<file path="src/shared/srmc_pkg.sv">
//=============================================================
// srmc_pkg
//=============================================================
// Purpose: constants and types for the supply regulator monitor
// Assumes: single 50 MHz clock domain
// Notes:   field widths and reset codes are plain defaults
package srmc_pkg;
   localparam int          SEL_W      = 2;
   localparam int          TRIM_W     = 8;
   localparam int          RATE_W     = 3;
   localparam int          SYNC_W     = 6;
   // default output level code, meaning the 1.8V output
   localparam logic [1:0]  SEL_1V8    = 2'h0;
   localparam logic [7:0]  TRIM_RST   = 8'h80;
   // monitor control encodings
   localparam logic [1:0]  CTRL_OFF   = 2'h0;
   localparam logic [1:0]  CTRL_RESET = 2'h1;
   localparam logic [1:0]  CTRL_FLAG  = 2'h2;
   localparam logic [2:0]  RATE_RST   = 3'h0;
   // sampling timing in low-frequency rc ticks
   localparam logic [15:0] SAMP_BASE  = 16'h0010;
   localparam logic [15:0] MEAS_TICKS = 16'h0002;
   // bit positions inside the request synchroniser vector
   localparam int          S_REG      = 0;
   localparam int          S_HS_EN    = 1;
   localparam int          S_HS_MASK  = 2;
   localparam int          S_CORE_EN  = 3;
   localparam int          S_CORE_MSK = 4;
   localparam int          S_SM_ON    = 5;
   localparam logic [5:0]  SYNC_RST   = 6'h0b;

   typedef enum logic [1:0] {
      CAL_LOAD = 2'b01,
      CAL_DONE = 2'b10
   } srmc_cal_t;
endpackage : srmc_pkg

</file>
<file path="src/srmc_sync.sv">
//=============================================================
// srmc_sync
//=============================================================
// Purpose: two-flop synchroniser bank for request bits
// Assumes: synchronous active-low reset
// Notes:   first stage feeds only the second stage
`timescale 1ns/1ps
module srmc_sync
   import srmc_pkg::*;
#(
   parameter int         W    = SYNC_W,
   parameter logic [5:0] INIT = SYNC_RST
) (
   input  wire logic         clk,
   input  wire logic         rstn,
   input  wire logic [W-1:0] d,
   output logic      [W-1:0] q
);
   logic [W-1:0] meta_q;

   // one pair of flops per bit
   for (genvar i = 0; i < W; i++) begin : g_bit
      always_ff @(posedge clk) begin
         if (!rstn) begin
            meta_q[i] <= INIT[i];
            q[i]      <= INIT[i];
         end else begin
            meta_q[i] <= d[i];
            q[i]      <= meta_q[i];
         end
      end
   end
endmodule : srmc_sync

</file>
<file path="src/srmc_sampler.sv">
//=============================================================
// srmc_sampler
//=============================================================
// Purpose: sampling-mode timer for the supply monitor
// Assumes: rc_tick is a one-cycle pulse per low-freq rc period
// Notes:   period is SAMP_BASE shifted left by the rate field
`timescale 1ns/1ps
module srmc_sampler
   import srmc_pkg::*;
(
   input  wire logic              clk,
   input  wire logic              rstn,
   input  wire logic              run,
   input  wire logic              rc_tick,
   input  wire logic [RATE_W-1:0] rate,
   output logic                   meas_on,
   output logic                   meas_done
);
   logic [15:0] cnt_q;
   logic [15:0] period;

   assign period = 16'(SAMP_BASE << rate);

   // tick counter, restarts each period; idles when not sampling
   always_ff @(posedge clk) begin
      if (!rstn || !run) begin
         cnt_q <= 16'h0000;
      end else if (rc_tick) begin
         cnt_q <= (cnt_q >= period - 16'h0001) ? 16'h0000
                                               : cnt_q + 16'h0001;
      end
   end

   // short measure window at the start of each period
   always_ff @(posedge clk) begin
      if (!rstn) begin
         meas_on   <= 1'b0;
         meas_done <= 1'b0;
      end else begin
         meas_on   <= run && (cnt_q < MEAS_TICKS);
         meas_done <= run && rc_tick && (cnt_q == MEAS_TICKS - 16'h0001);
      end
   end
endmodule : srmc_sampler

</file>
<file path="src/srmc_ctrl.sv">
//=============================================================
// srmc_ctrl
//=============================================================
// Purpose: regulator, detector and supply monitor control
// Assumes: por_rst is high together with rstn low on power-on
// Notes:   software fields are plain ports with write strobes
//
// Function
// - regulator control writes take effect only while unlocked
// - freeze bit locks regulator control until power-on reset
// - regulator enable sets at por and wake; on bit shows real state
// - output level select resets to the 1.8V code
// - regulator ok status reads one once output reaches threshold
// - trim loads fuse value after por; software may override
// - calibration redone after any reset if done bit clear
// - high-supply detector on by default; status shows real state
// - high-supply mask ignores its reset once synchronised
// - value bit shows unmasked high-supply detector output
// - core detector on by default; status shows real state
// - while debugging, writing zero to core detector enable ignored
// - core mask ignores core detector reset once synchronised
// - value bit shows unmasked core detector output
// - monitor register needs unlock; freeze holds until reset
// - monitor resets off; enabling it disables high-supply detector
// - sampling in deep and static sleep or when forced
// - sampling runs on rc ticks, requests rc, at selected rate
// - detect flag follows supply below threshold while enabled
// - interrupt on flag rising edge when mask bit set
// - control one makes reset on low supply; two only flags
`timescale 1ns/1ps
module srmc_ctrl
   import srmc_pkg::*;
(
   input  wire logic              clk,
   input  wire logic              rstn,
   input  wire logic              por_rst,
   input  wire logic              wake_shutdown,
   input  wire logic              debug_active,
   input  wire logic              deep_sleep_mode,
   input  wire logic              static_sleep_mode,
   input  wire logic              rc_tick,
   input  wire logic              fuse_valid,
   input  wire logic [TRIM_W-1:0] fuse_trim,
   input  wire logic              unlock,
   input  wire logic              vreg_wr,
   input  wire logic              w_reg_en,
   input  wire logic [SEL_W-1:0]  w_level,
   input  wire logic [TRIM_W-1:0] w_trim,
   input  wire logic              w_fcd,
   input  wire logic              w_hs_en,
   input  wire logic              w_hs_mask,
   input  wire logic              w_core_en,
   input  wire logic              w_core_mask,
   input  wire logic              w_vreg_freeze,
   input  wire logic              sm_wr,
   input  wire logic [1:0]        w_sm_ctrl,
   input  wire logic              w_force_sampling,
   input  wire logic [RATE_W-1:0] w_rate,
   input  wire logic              w_sm_freeze,
   input  wire logic              int_enable_set,
   input  wire logic              int_disable_set,
   input  wire logic              reg_ok_in,
   input  wire logic              hs_det_in,
   input  wire logic              core_det_in,
   input  wire logic              sm_below_in,
   output logic                   reg_en,
   output logic [SEL_W-1:0]       output_level_select,
   output logic [TRIM_W-1:0]      trim_value,
   output logic                   fuse_calibration_done,
   output logic                   cpu_run_ok,
   output logic                   vreg_frozen,
   output logic                   reg_on,
   output logic                   regulator_output_ok,
   output logic                   high_supply_detector_state,
   output logic                   high_supply_reset_mask,
   output logic                   high_supply_detector_output,
   output logic                   core_detector_state,
   output logic                   core_reset_mask,
   output logic                   core_detector_output,
   output logic [1:0]             sm_ctrl,
   output logic                   force_sampling,
   output logic [RATE_W-1:0]      sampling_rate_select,
   output logic                   sm_frozen,
   output logic                   monitor_on_indicator,
   output logic                   sm_sampling,
   output logic                   sm_measure_en,
   output logic                   rc_osc_request,
   output logic                   supply_detect_flag,
   output logic                   interrupt_mask,
   output logic                   irq,
   output logic                   por_request
);
   //==========================================================
   // write qualification
   //==========================================================
   logic      vreg_we;
   logic      sm_we;
   srmc_cal_t cal_q;
   logic      hs_mask_q;
   logic      core_mask_q;

   // locked or frozen writes are dropped silently
   assign vreg_we = vreg_wr && unlock && !vreg_frozen
                    && (cal_q == CAL_DONE);
   assign sm_we   = sm_wr && unlock && !sm_frozen;

   //==========================================================
   // regulator control fields, held across non-por resets
   //==========================================================
   always_ff @(posedge clk) begin
      if (!rstn) begin
         if (por_rst) begin
            reg_en              <= 1'b1;
            output_level_select <= SEL_1V8;
            hs_mask_q           <= 1'b0;
            core_mask_q         <= 1'b0;
            vreg_frozen         <= 1'b0;
         end
      end else begin
         if (vreg_we) begin
            reg_en                 <= w_reg_en;
            output_level_select    <= w_level;
            hs_mask_q              <= w_hs_mask;
            core_mask_q            <= w_core_mask;
            vreg_frozen            <= w_vreg_freeze;
         end
         // wake from shutdown always restarts the regulator
         if (wake_shutdown) begin
            reg_en <= 1'b1;
         end
      end
   end

   // detector enables; debug keeps the core detector alive
   logic hs_en_q;
   logic core_en_q;
   always_ff @(posedge clk) begin
      if (!rstn) begin
         if (por_rst) begin
            hs_en_q   <= 1'b1;
            core_en_q <= 1'b1;
         end
      end else if (vreg_we) begin
         hs_en_q <= w_hs_en;
         if (w_core_en || !debug_active) begin
            core_en_q <= w_core_en;
         end
      end
   end

   //==========================================================
   // fuse calibration sequence
   //==========================================================
   // cpu is held until trim is loaded; software override after
   always_ff @(posedge clk) begin
      if (!rstn) begin
         if (por_rst) begin
            fuse_calibration_done <= 1'b0;
            trim_value            <= TRIM_RST;
         end
         cal_q <= (por_rst || !fuse_calibration_done)
                  ? CAL_LOAD : CAL_DONE;
      end else begin
         case (cal_q)
            CAL_LOAD: begin
               if (fuse_valid) begin
                  trim_value            <= fuse_trim;
                  fuse_calibration_done <= 1'b1;
                  cal_q                 <= CAL_DONE;
               end
            end
            CAL_DONE: begin
               if (vreg_we) begin
                  trim_value            <= w_trim;
                  fuse_calibration_done <= w_fcd;
               end
            end
            default: cal_q <= CAL_LOAD;
         endcase
      end
   end

   assign cpu_run_ok = (cal_q == CAL_DONE);

   //==========================================================
   // supply monitor register and interrupt mask
   //==========================================================
   // cleared by any reset, unlike the regulator fields
   always_ff @(posedge clk) begin
      if (!rstn) begin
         sm_ctrl              <= CTRL_OFF;
         force_sampling       <= 1'b0;
         sampling_rate_select <= RATE_RST;
         sm_frozen            <= 1'b0;
      end else if (sm_we) begin
         sm_ctrl              <= w_sm_ctrl;
         force_sampling       <= w_force_sampling;
         sampling_rate_select <= w_rate;
         sm_frozen            <= w_sm_freeze;
      end
   end

   // enable set wins over a disable in the same cycle
   always_ff @(posedge clk) begin
      if (!rstn) begin
         interrupt_mask <= 1'b0;
      end else if (int_enable_set) begin
         interrupt_mask <= 1'b1;
      end else if (int_disable_set) begin
         interrupt_mask <= 1'b0;
      end
   end

   //==========================================================
   // request synchronisers toward the analog side
   //==========================================================
   logic [SYNC_W-1:0] req;
   logic [SYNC_W-1:0] req_s;

   // the monitor overrides the high-supply detector enable
   always_comb begin
      req             = '0;
      req[S_REG]      = reg_en;
      req[S_HS_EN]    = hs_en_q && (sm_ctrl == CTRL_OFF);
      req[S_HS_MASK]  = hs_mask_q;
      req[S_CORE_EN]  = core_en_q;
      req[S_CORE_MSK] = core_mask_q;
      req[S_SM_ON]    = (sm_ctrl != CTRL_OFF);
   end

   srmc_sync #(
      .W    (SYNC_W),
      .INIT (SYNC_RST)
   ) u_sync (
      .clk  (clk),
      .rstn (rstn),
      .d    (req),
      .q    (req_s)
   );

   // status shows the synchronised, effective state
   assign reg_on                     = req_s[S_REG];
   assign high_supply_detector_state = req_s[S_HS_EN];
   assign core_detector_state        = req_s[S_CORE_EN];
   assign monitor_on_indicator       = req_s[S_SM_ON];
   // mask read-back shows one only once the mask has taken effect
   assign high_supply_reset_mask     = req_s[S_HS_MASK];
   assign core_reset_mask            = req_s[S_CORE_MSK];

   // raw detector and regulator levels, unmasked
   always_ff @(posedge clk) begin
      if (!rstn) begin
         regulator_output_ok         <= 1'b0;
         high_supply_detector_output <= 1'b0;
         core_detector_output        <= 1'b0;
      end else begin
         regulator_output_ok         <= reg_ok_in;
         high_supply_detector_output <= hs_det_in;
         core_detector_output        <= core_det_in;
      end
   end

   //==========================================================
   // sampling mode and detect flag
   //==========================================================
   logic meas_on;
   logic meas_done;

   srmc_sampler u_samp (
      .clk       (clk),
      .rstn      (rstn),
      .run       (sm_sampling),
      .rc_tick   (rc_tick),
      .rate      (sampling_rate_select),
      .meas_on   (meas_on),
      .meas_done (meas_done)
   );

   // sampling also keeps the rc oscillator requested
   always_ff @(posedge clk) begin
      if (!rstn) begin
         sm_sampling    <= 1'b0;
         rc_osc_request <= 1'b0;
         sm_measure_en  <= 1'b0;
      end else begin
         sm_sampling    <= monitor_on_indicator &&
                           (deep_sleep_mode || static_sleep_mode ||
                            force_sampling);
         rc_osc_request <= monitor_on_indicator &&
                           (deep_sleep_mode || static_sleep_mode ||
                            force_sampling);
         sm_measure_en  <= monitor_on_indicator &&
                           (!sm_sampling || meas_on);
      end
   end

   // in sampling mode the flag updates only at measurement ends
   always_ff @(posedge clk) begin
      if (!rstn) begin
         supply_detect_flag <= 1'b0;
      end else if (!monitor_on_indicator) begin
         supply_detect_flag <= 1'b0;
      end else if (!sm_sampling || meas_done) begin
         supply_detect_flag <= sm_below_in;
      end
   end

   //==========================================================
   // interrupt and reset request
   //==========================================================
   logic flag_prev_q;
   always_ff @(posedge clk) begin
      if (!rstn) begin
         flag_prev_q <= 1'b0;
         irq         <= 1'b0;
      end else begin
         flag_prev_q <= supply_detect_flag;
         irq <= supply_detect_flag && !flag_prev_q
                && interrupt_mask;
      end
   end

   // masked detectors and flag-only mode never raise reset
   // raw inputs: the value flops read zero just after reset
   always_ff @(posedge clk) begin
      if (!rstn) begin
         por_request <= 1'b0;
      end else begin
         por_request <=
            (high_supply_detector_state && !req_s[S_HS_MASK]
             && !hs_det_in) ||
            (core_detector_state && !req_s[S_CORE_MSK]
             && !core_det_in) ||
            ((sm_ctrl == CTRL_RESET) && supply_detect_flag);
      end
   end

   //==========================================================
   // assertions
   //==========================================================
   property p_lock;
      @(posedge clk) disable iff (!rstn)
      vreg_wr && !unlock && !wake_shutdown |=> $stable(reg_en);
   endproperty
   a_lock: assert property (p_lock)
      else $error("locked write changed regulator enable");

   property p_freeze;
      @(posedge clk) disable iff (!rstn)
      vreg_frozen && cpu_run_ok |=> vreg_frozen && $stable(trim_value);
   endproperty
   a_freeze: assert property (p_freeze)
      else $error("frozen regulator register changed");

   property p_reg_on;
      @(posedge clk) disable iff (!rstn)
      $rose(reg_en) ##1 reg_en |-> ##1 reg_on;
   endproperty
   a_reg_on: assert property (p_reg_on)
      else $error("regulator on bit not after two cycles");

   property p_value;
      @(posedge clk) disable iff (!rstn)
      ##1 1'b1 |-> high_supply_detector_output == $past(hs_det_in);
   endproperty
   a_value: assert property (p_value)
      else $error("high supply value bit wrong");

   property p_debug;
      @(posedge clk) disable iff (!rstn)
      debug_active && core_en_q |=> core_en_q;
   endproperty
   a_debug: assert property (p_debug)
      else $error("core detector disabled during debug");

   property p_sm_hs;
      @(posedge clk) disable iff (!rstn)
      (sm_ctrl != CTRL_OFF) [*3] |-> !high_supply_detector_state;
   endproperty
   a_sm_hs: assert property (p_sm_hs)
      else $error("monitor on but high supply detector on");

   property p_por;
      @(posedge clk) disable iff (!rstn)
      sm_ctrl == CTRL_RESET && supply_detect_flag |=> por_request;
   endproperty
   a_por: assert property (p_por)
      else $error("low supply did not request reset");

   property p_irq;
      @(posedge clk) disable iff (!rstn)
      $rose(supply_detect_flag) && interrupt_mask |=> irq ##1 !irq;
   endproperty
   a_irq: assert property (p_irq)
      else $error("interrupt not a single pulse on flag rise");

   property p_cal;
      @(posedge clk) disable iff (!rstn)
      cal_q == CAL_LOAD && fuse_valid |=>
         trim_value == $past(fuse_trim) && fuse_calibration_done
         && cpu_run_ok;
   endproperty
   a_cal: assert property (p_cal)
      else $error("fuse trim not loaded");
endmodule : srmc_ctrl

</file>
<file path="config.mk">
export PLATFORM = sky130hd
export DESIGN_NAME = srmc_ctrl
export DESIGN_NICKNAME = d
export VERILOG_FILES = /design/src/shared/srmc_pkg.sv /design/src/srmc_sync.sv /design/src/srmc_sampler.sv /design/src/srmc_ctrl.sv
export SDC_FILE = /design/constraint.sdc
export NUM_CORES = 1
export LEC_CHECK = 0
export ABC_AREA = 1
export ABC_CLOCK_PERIOD_IN_PS = 3100
export BUFFER_PORTS_ARGS = -buffer_cell sky130_fd_sc_hd__buf_4
export CELL_PAD_IN_SITES_DETAIL_PLACEMENT = 1
export CELL_PAD_IN_SITES_GLOBAL_PLACEMENT = 1
export CORE_MARGIN = 1.5
export CORE_UTILIZATION = 35
export DETAILED_ROUTE_END_ITERATION = 10
export GPL_TIMING_DRIVEN = 0
export PLACE_DENSITY = 0.76
export SYNTH_ARGS = -nofsm -noshare
export SYNTH_HDL_FRONTEND = slang
export SYNTH_SLANG_ARGS = --single-unit
</file>
<file path="constraint.sdc">
create_clock -name clk -period 3.1 [get_ports clk]
set_input_delay 0.465 -clock clk [delete_from_list [all_inputs] [get_ports clk]]
set_output_delay 0.465 -clock clk [all_outputs]
set_load 0.02 [all_outputs]
</file>
==> impl_summary.log <==
[metrics] outcome: finished, final reports clean
[metrics] setup repair after global routing missed its margin: false
[metrics] hpwl dp: 5670 um
[metrics] routed wire length per instance: 13.7 um
[metrics] class of the tightest hold or removal check: input port to flip-flop
[metrics] number of clock sinks: 66
[metrics] measured slew at the worst slew-check pin: approximately 1.2 ns
[metrics] GR Util met1: roughly 21%
[metrics] cells resized by post-CTS repair: 0
[metrics] GR met3 Demand/Resource: about 6%
[metrics] DRT iter0 DRCs: 62
[metrics] share of final-layout standard cells stronger than drive strength 1: between 20 and 30%
[metrics] number of synthesized flops with an enable pin: 19
[metrics] Cell Rows: 32
[metrics] number of DRC violations after detailed routing: 0
[metrics] overall routing resource usage: 18.6%
[metrics] Worst IR Drop VDD: between 200 and 300 uV
[metrics] Routed Antenna Nets: 0
[metrics] WL final: 7420 um
[metrics] final number of setup-violating endpoints: 0
[metrics] leading cell type by number of instances after synthesis: sky130_fd_sc_hd__nand2_1
[metrics] Mapped Area: 2810 sq um
[metrics] overall die height: 92.6 um
[metrics] Worst setup EP type: flip-flop
[metrics] average vias per placed instance: ~4.6
[metrics] worst-skew pair later-pin latency: 0.35 ns
[metrics] Synth area leader: sky130_fd_sc_hd__dfxtp_1
[metrics] Worst Path Max Fanout: 9
[metrics] period utilisation layout: between 70% and 80%
[metrics] worst hold slack: 0.311 ns
[metrics] final sum of negative setup slack: 0 ns
[metrics] synthesized area per cell: 8.31 sq um
[metrics] pin count of the biggest net entering global routing: 14
[metrics] depth of the CTS H-tree: 3
[metrics] overall die area: between 8000 and 9000 sq um
[metrics] Final Hold Violating Endpoints: 0
[metrics] clock input transition at the sequential cells of the worst setup and hold paths: 0.08 ns
[metrics] number of diodes: 0
[metrics] portion of synthesized cell area occupied by the leading cell type: 33.5%
[metrics] Detailed Routing Iterations Pass 1: 4
[metrics] layer with the highest usage: met2
[metrics] synthesis warning total: 0
[metrics] via count of the first global-routing pass: between 2000 and 3000
[metrics] number of instances in the synthesized netlist: approximately 340
[metrics] ys async rst share: 0%
[metrics] global-route wire length before repair: 12200 um
[metrics] Post-synth top cells: sky130_fd_sc_hd__nand2_1 (59), sky130_fd_sc_hd__nor2_1 (53), sky130_fd_sc_hd__inv_1 (50)
[metrics] Layout Nets: roughly 500
[metrics] Core Footprint: ~7700 sq um
[metrics] Syn-to-layout area delta: 34.6%
[metrics] Clock Skew: just over 0.01 ns
[metrics] maximum achievable frequency: 446 MHz
[metrics] prevailing post-synth register cell: sky130_fd_sc_hd__dfxtp_1
[metrics] ordered list of cells on the worst path: inv_1 -> nand2_1 -> o21ai_0 -> nor2_1 -> nor3_1
[metrics] clk buf depth: 2
[metrics] Max transition margin: 16.5%
[metrics] Pleak: between 0.0015 and 0.002 uW
[metrics] count of input and output buffers: 86
[metrics] number of antenna violations at the first check in global routing: 0
[metrics] # fillers: 952
[metrics] critical path class: flip-flop to flip-flop
[metrics] kind of launch point of the worst setup path: flip-flop
[metrics] met2 track demand over resource in global routing: 32.4%
[metrics] power density over cell area: 541 nW/um^2
[metrics] Crit-path slowest cell: sky130_fd_sc_hd__nor3_1
[metrics] Inserted Clock Buffers: 9
[metrics] Initial Utilization: a little over a third
[metrics] CTS hold repair buffers: 0
[metrics] final max-slew violation count: 0
[metrics] Synth area leaders: sky130_fd_sc_hd__dfxtp_1 (34%), sky130_fd_sc_hd__edfxtp_1 (20%), sky130_fd_sc_hd__nand2_1 (7.9%)
[metrics] post-CTS setup buffer count: 0
[metrics] net count after synthesis: slightly below 400
[metrics] Die X: a little over 90 um
[metrics] clock period minus worst slack: 2.24 ns
[metrics] Final Wtd Congestion: between 0.7 and 0.8
[metrics] CP required: ~3.1 ns
[metrics] clock tree from TritonCTS: yes
[metrics] Worst Path Arrival: roughly 2.2 ns
[metrics] final global-route overflow total: 0
[metrics] Worst path max stage delay: 0.95 ns
[metrics] max_cap viols: 0
[metrics] buffer type at the clock tree root: sky130_fd_sc_hd__clkbuf_8
[metrics] sequential-to-total area share from yosys stat: 53.8%
[metrics] Netlist cell types: 30
[metrics] count of state elements after synthesis: 66
[metrics] Boundary Pins: 87
[metrics] number of vias in the routed layout: 2480
-- cells by family (layout without fill, tap and decap cells) --
family / Yosys count / after routing / share of synthesized area, %
AND/OR/NAND/NOR: 154 / 154 / 23.4
flip-flops: 66 / 66 / 53.8
buffers and inverters: 62 / 164 / 8.91
AO/OA/AOI/OAI: 38 / 38 / 7.09
adder cells (fa/ha/maj): 10 / 10 / 4.46
XOR/XNOR: 7 / 7 / 2.18
other: 1 / 1 / 0.134
-- per-stage QoR --
step | setup WS (ns) | instances | cell area (sq um) | total power, uW | utilization [%]
finish | 0.860 | 542 | 3780 | 2040 | 48.9
global route | 0.718 | 542 | 3780 | 2140 | 48.9
CTS | 0.825 | 542 | 3780 | 2070 | 48.9
detailed placement | 0.717 | 526 | 3580 | 1350 | 46.3
global placement | 0.767 | 526 | 3580 | 1340 | 46.3
floorplan | 1.11 | 338 | 2810 | 1180 | -
-- registers in the layout (all words and copies together) (netlist names), 2 cells and up --
| register | count |
|---|---|
| u_samp.cnt_q | 16 |
| trim_value | 8 |
| u_sync.meta_q | 6 |
| u_sync.q | 6 |
| sampling_rate_select | 3 |
| cal_q | 2 |
| output_level_select | 2 |
| sm_ctrl | 2 |
-- worst max-delay path: cells and delay by family (launching register included) --
family / cells / cell delay [ns]
and+or+nand+nor: 3 / 1.11
DFF: 1 / 0.37
AOI/OAI and AO/OA: 1 / 0.29
buffers and inverters: 1 / 0.09
-- layout by cell type, fill, tap and decap left out --
master                      netlist  final
sky130_fd_sc_hd__a21oi_1         13     13
sky130_fd_sc_hd__a22oi_1          1      1
sky130_fd_sc_hd__a31oi_1          1      1
sky130_fd_sc_hd__buf_2            5      5
sky130_fd_sc_hd__buf_4            1     87
sky130_fd_sc_hd__buf_6            1      1
sky130_fd_sc_hd__clkbuf_1         3      3
sky130_fd_sc_hd__clkbuf_16        0      1
sky130_fd_sc_hd__clkbuf_8         0      9
sky130_fd_sc_hd__clkinv_2         0      1
sky130_fd_sc_hd__clkinv_4         0      4
sky130_fd_sc_hd__conb_1           1      1
sky130_fd_sc_hd__dfxtp_1         47     47
sky130_fd_sc_hd__edfxtp_1        19     19
sky130_fd_sc_hd__ha_1            10     10
sky130_fd_sc_hd__inv_1           50     50
sky130_fd_sc_hd__inv_2            2      2
sky130_fd_sc_hd__inv_6            0      1
sky130_fd_sc_hd__nand2_1         59     59
sky130_fd_sc_hd__nand2_2          1      1
sky130_fd_sc_hd__nand3_1         15     15
sky130_fd_sc_hd__nand3b_1         1      1
sky130_fd_sc_hd__nand4_1          3      3
sky130_fd_sc_hd__nor2_1          53     53
sky130_fd_sc_hd__nor2_2           3      3
sky130_fd_sc_hd__nor3_1           8      8
sky130_fd_sc_hd__nor3b_1          1      1
sky130_fd_sc_hd__nor4_1           3      3
sky130_fd_sc_hd__o21ai_0         21     21
sky130_fd_sc_hd__o21bai_1         1      1
sky130_fd_sc_hd__o31ai_1          1      1
sky130_fd_sc_hd__or2_1            1      1
sky130_fd_sc_hd__or2_2            6      6
sky130_fd_sc_hd__xnor2_1          1      1
sky130_fd_sc_hd__xor2_1           6      6
-- report_power, final --
part / internal [uW] / leakage [uW] / switching (uW)
Combinational: 140 / 0.00111 / 200
Sequential: 966 / 0.000569 / 29.5
Clock: 346 / 0.000102 / 362
-- layout make-up --
cell class                 count  area (sq um)  area share [%]
timing repair buffer          86           646            17.1
sequential                    66          1510            40.0
multi-input combinational    210          1050            27.7
tap                          102           128            3.38
inverter                      52           195            5.17
buffer                        10          55.1            1.46
clock inverter                 6          48.8            1.29
clock buffer                  10           149            3.94
-- worst paths after layout --
check / startpoint / to / slack, ns / cells after the start
max: cal_q[0] / trim_value[4] / 0.86 / 5
max reg2reg: cal_q[0] / trim_value[4] / 0.86 / 5
min: hs_det_in / high_supply_detector_output / 0.31 / 3
min reg2reg: flag_prev_q / irq / 0.40 / 1
-- per-layer routing --
| layer | wire (um) | vias up |
|---|---|---|
| met3 | 515 | 8 |
| met1 | 3100 | 1142 |
| met4 | 106 | 0 |
| met2 | 3700 | 66 |
| met5 | 0 | - |
| li1 | - | 1264 |
No activity file was read; power rests on OpenSTA's default activity.
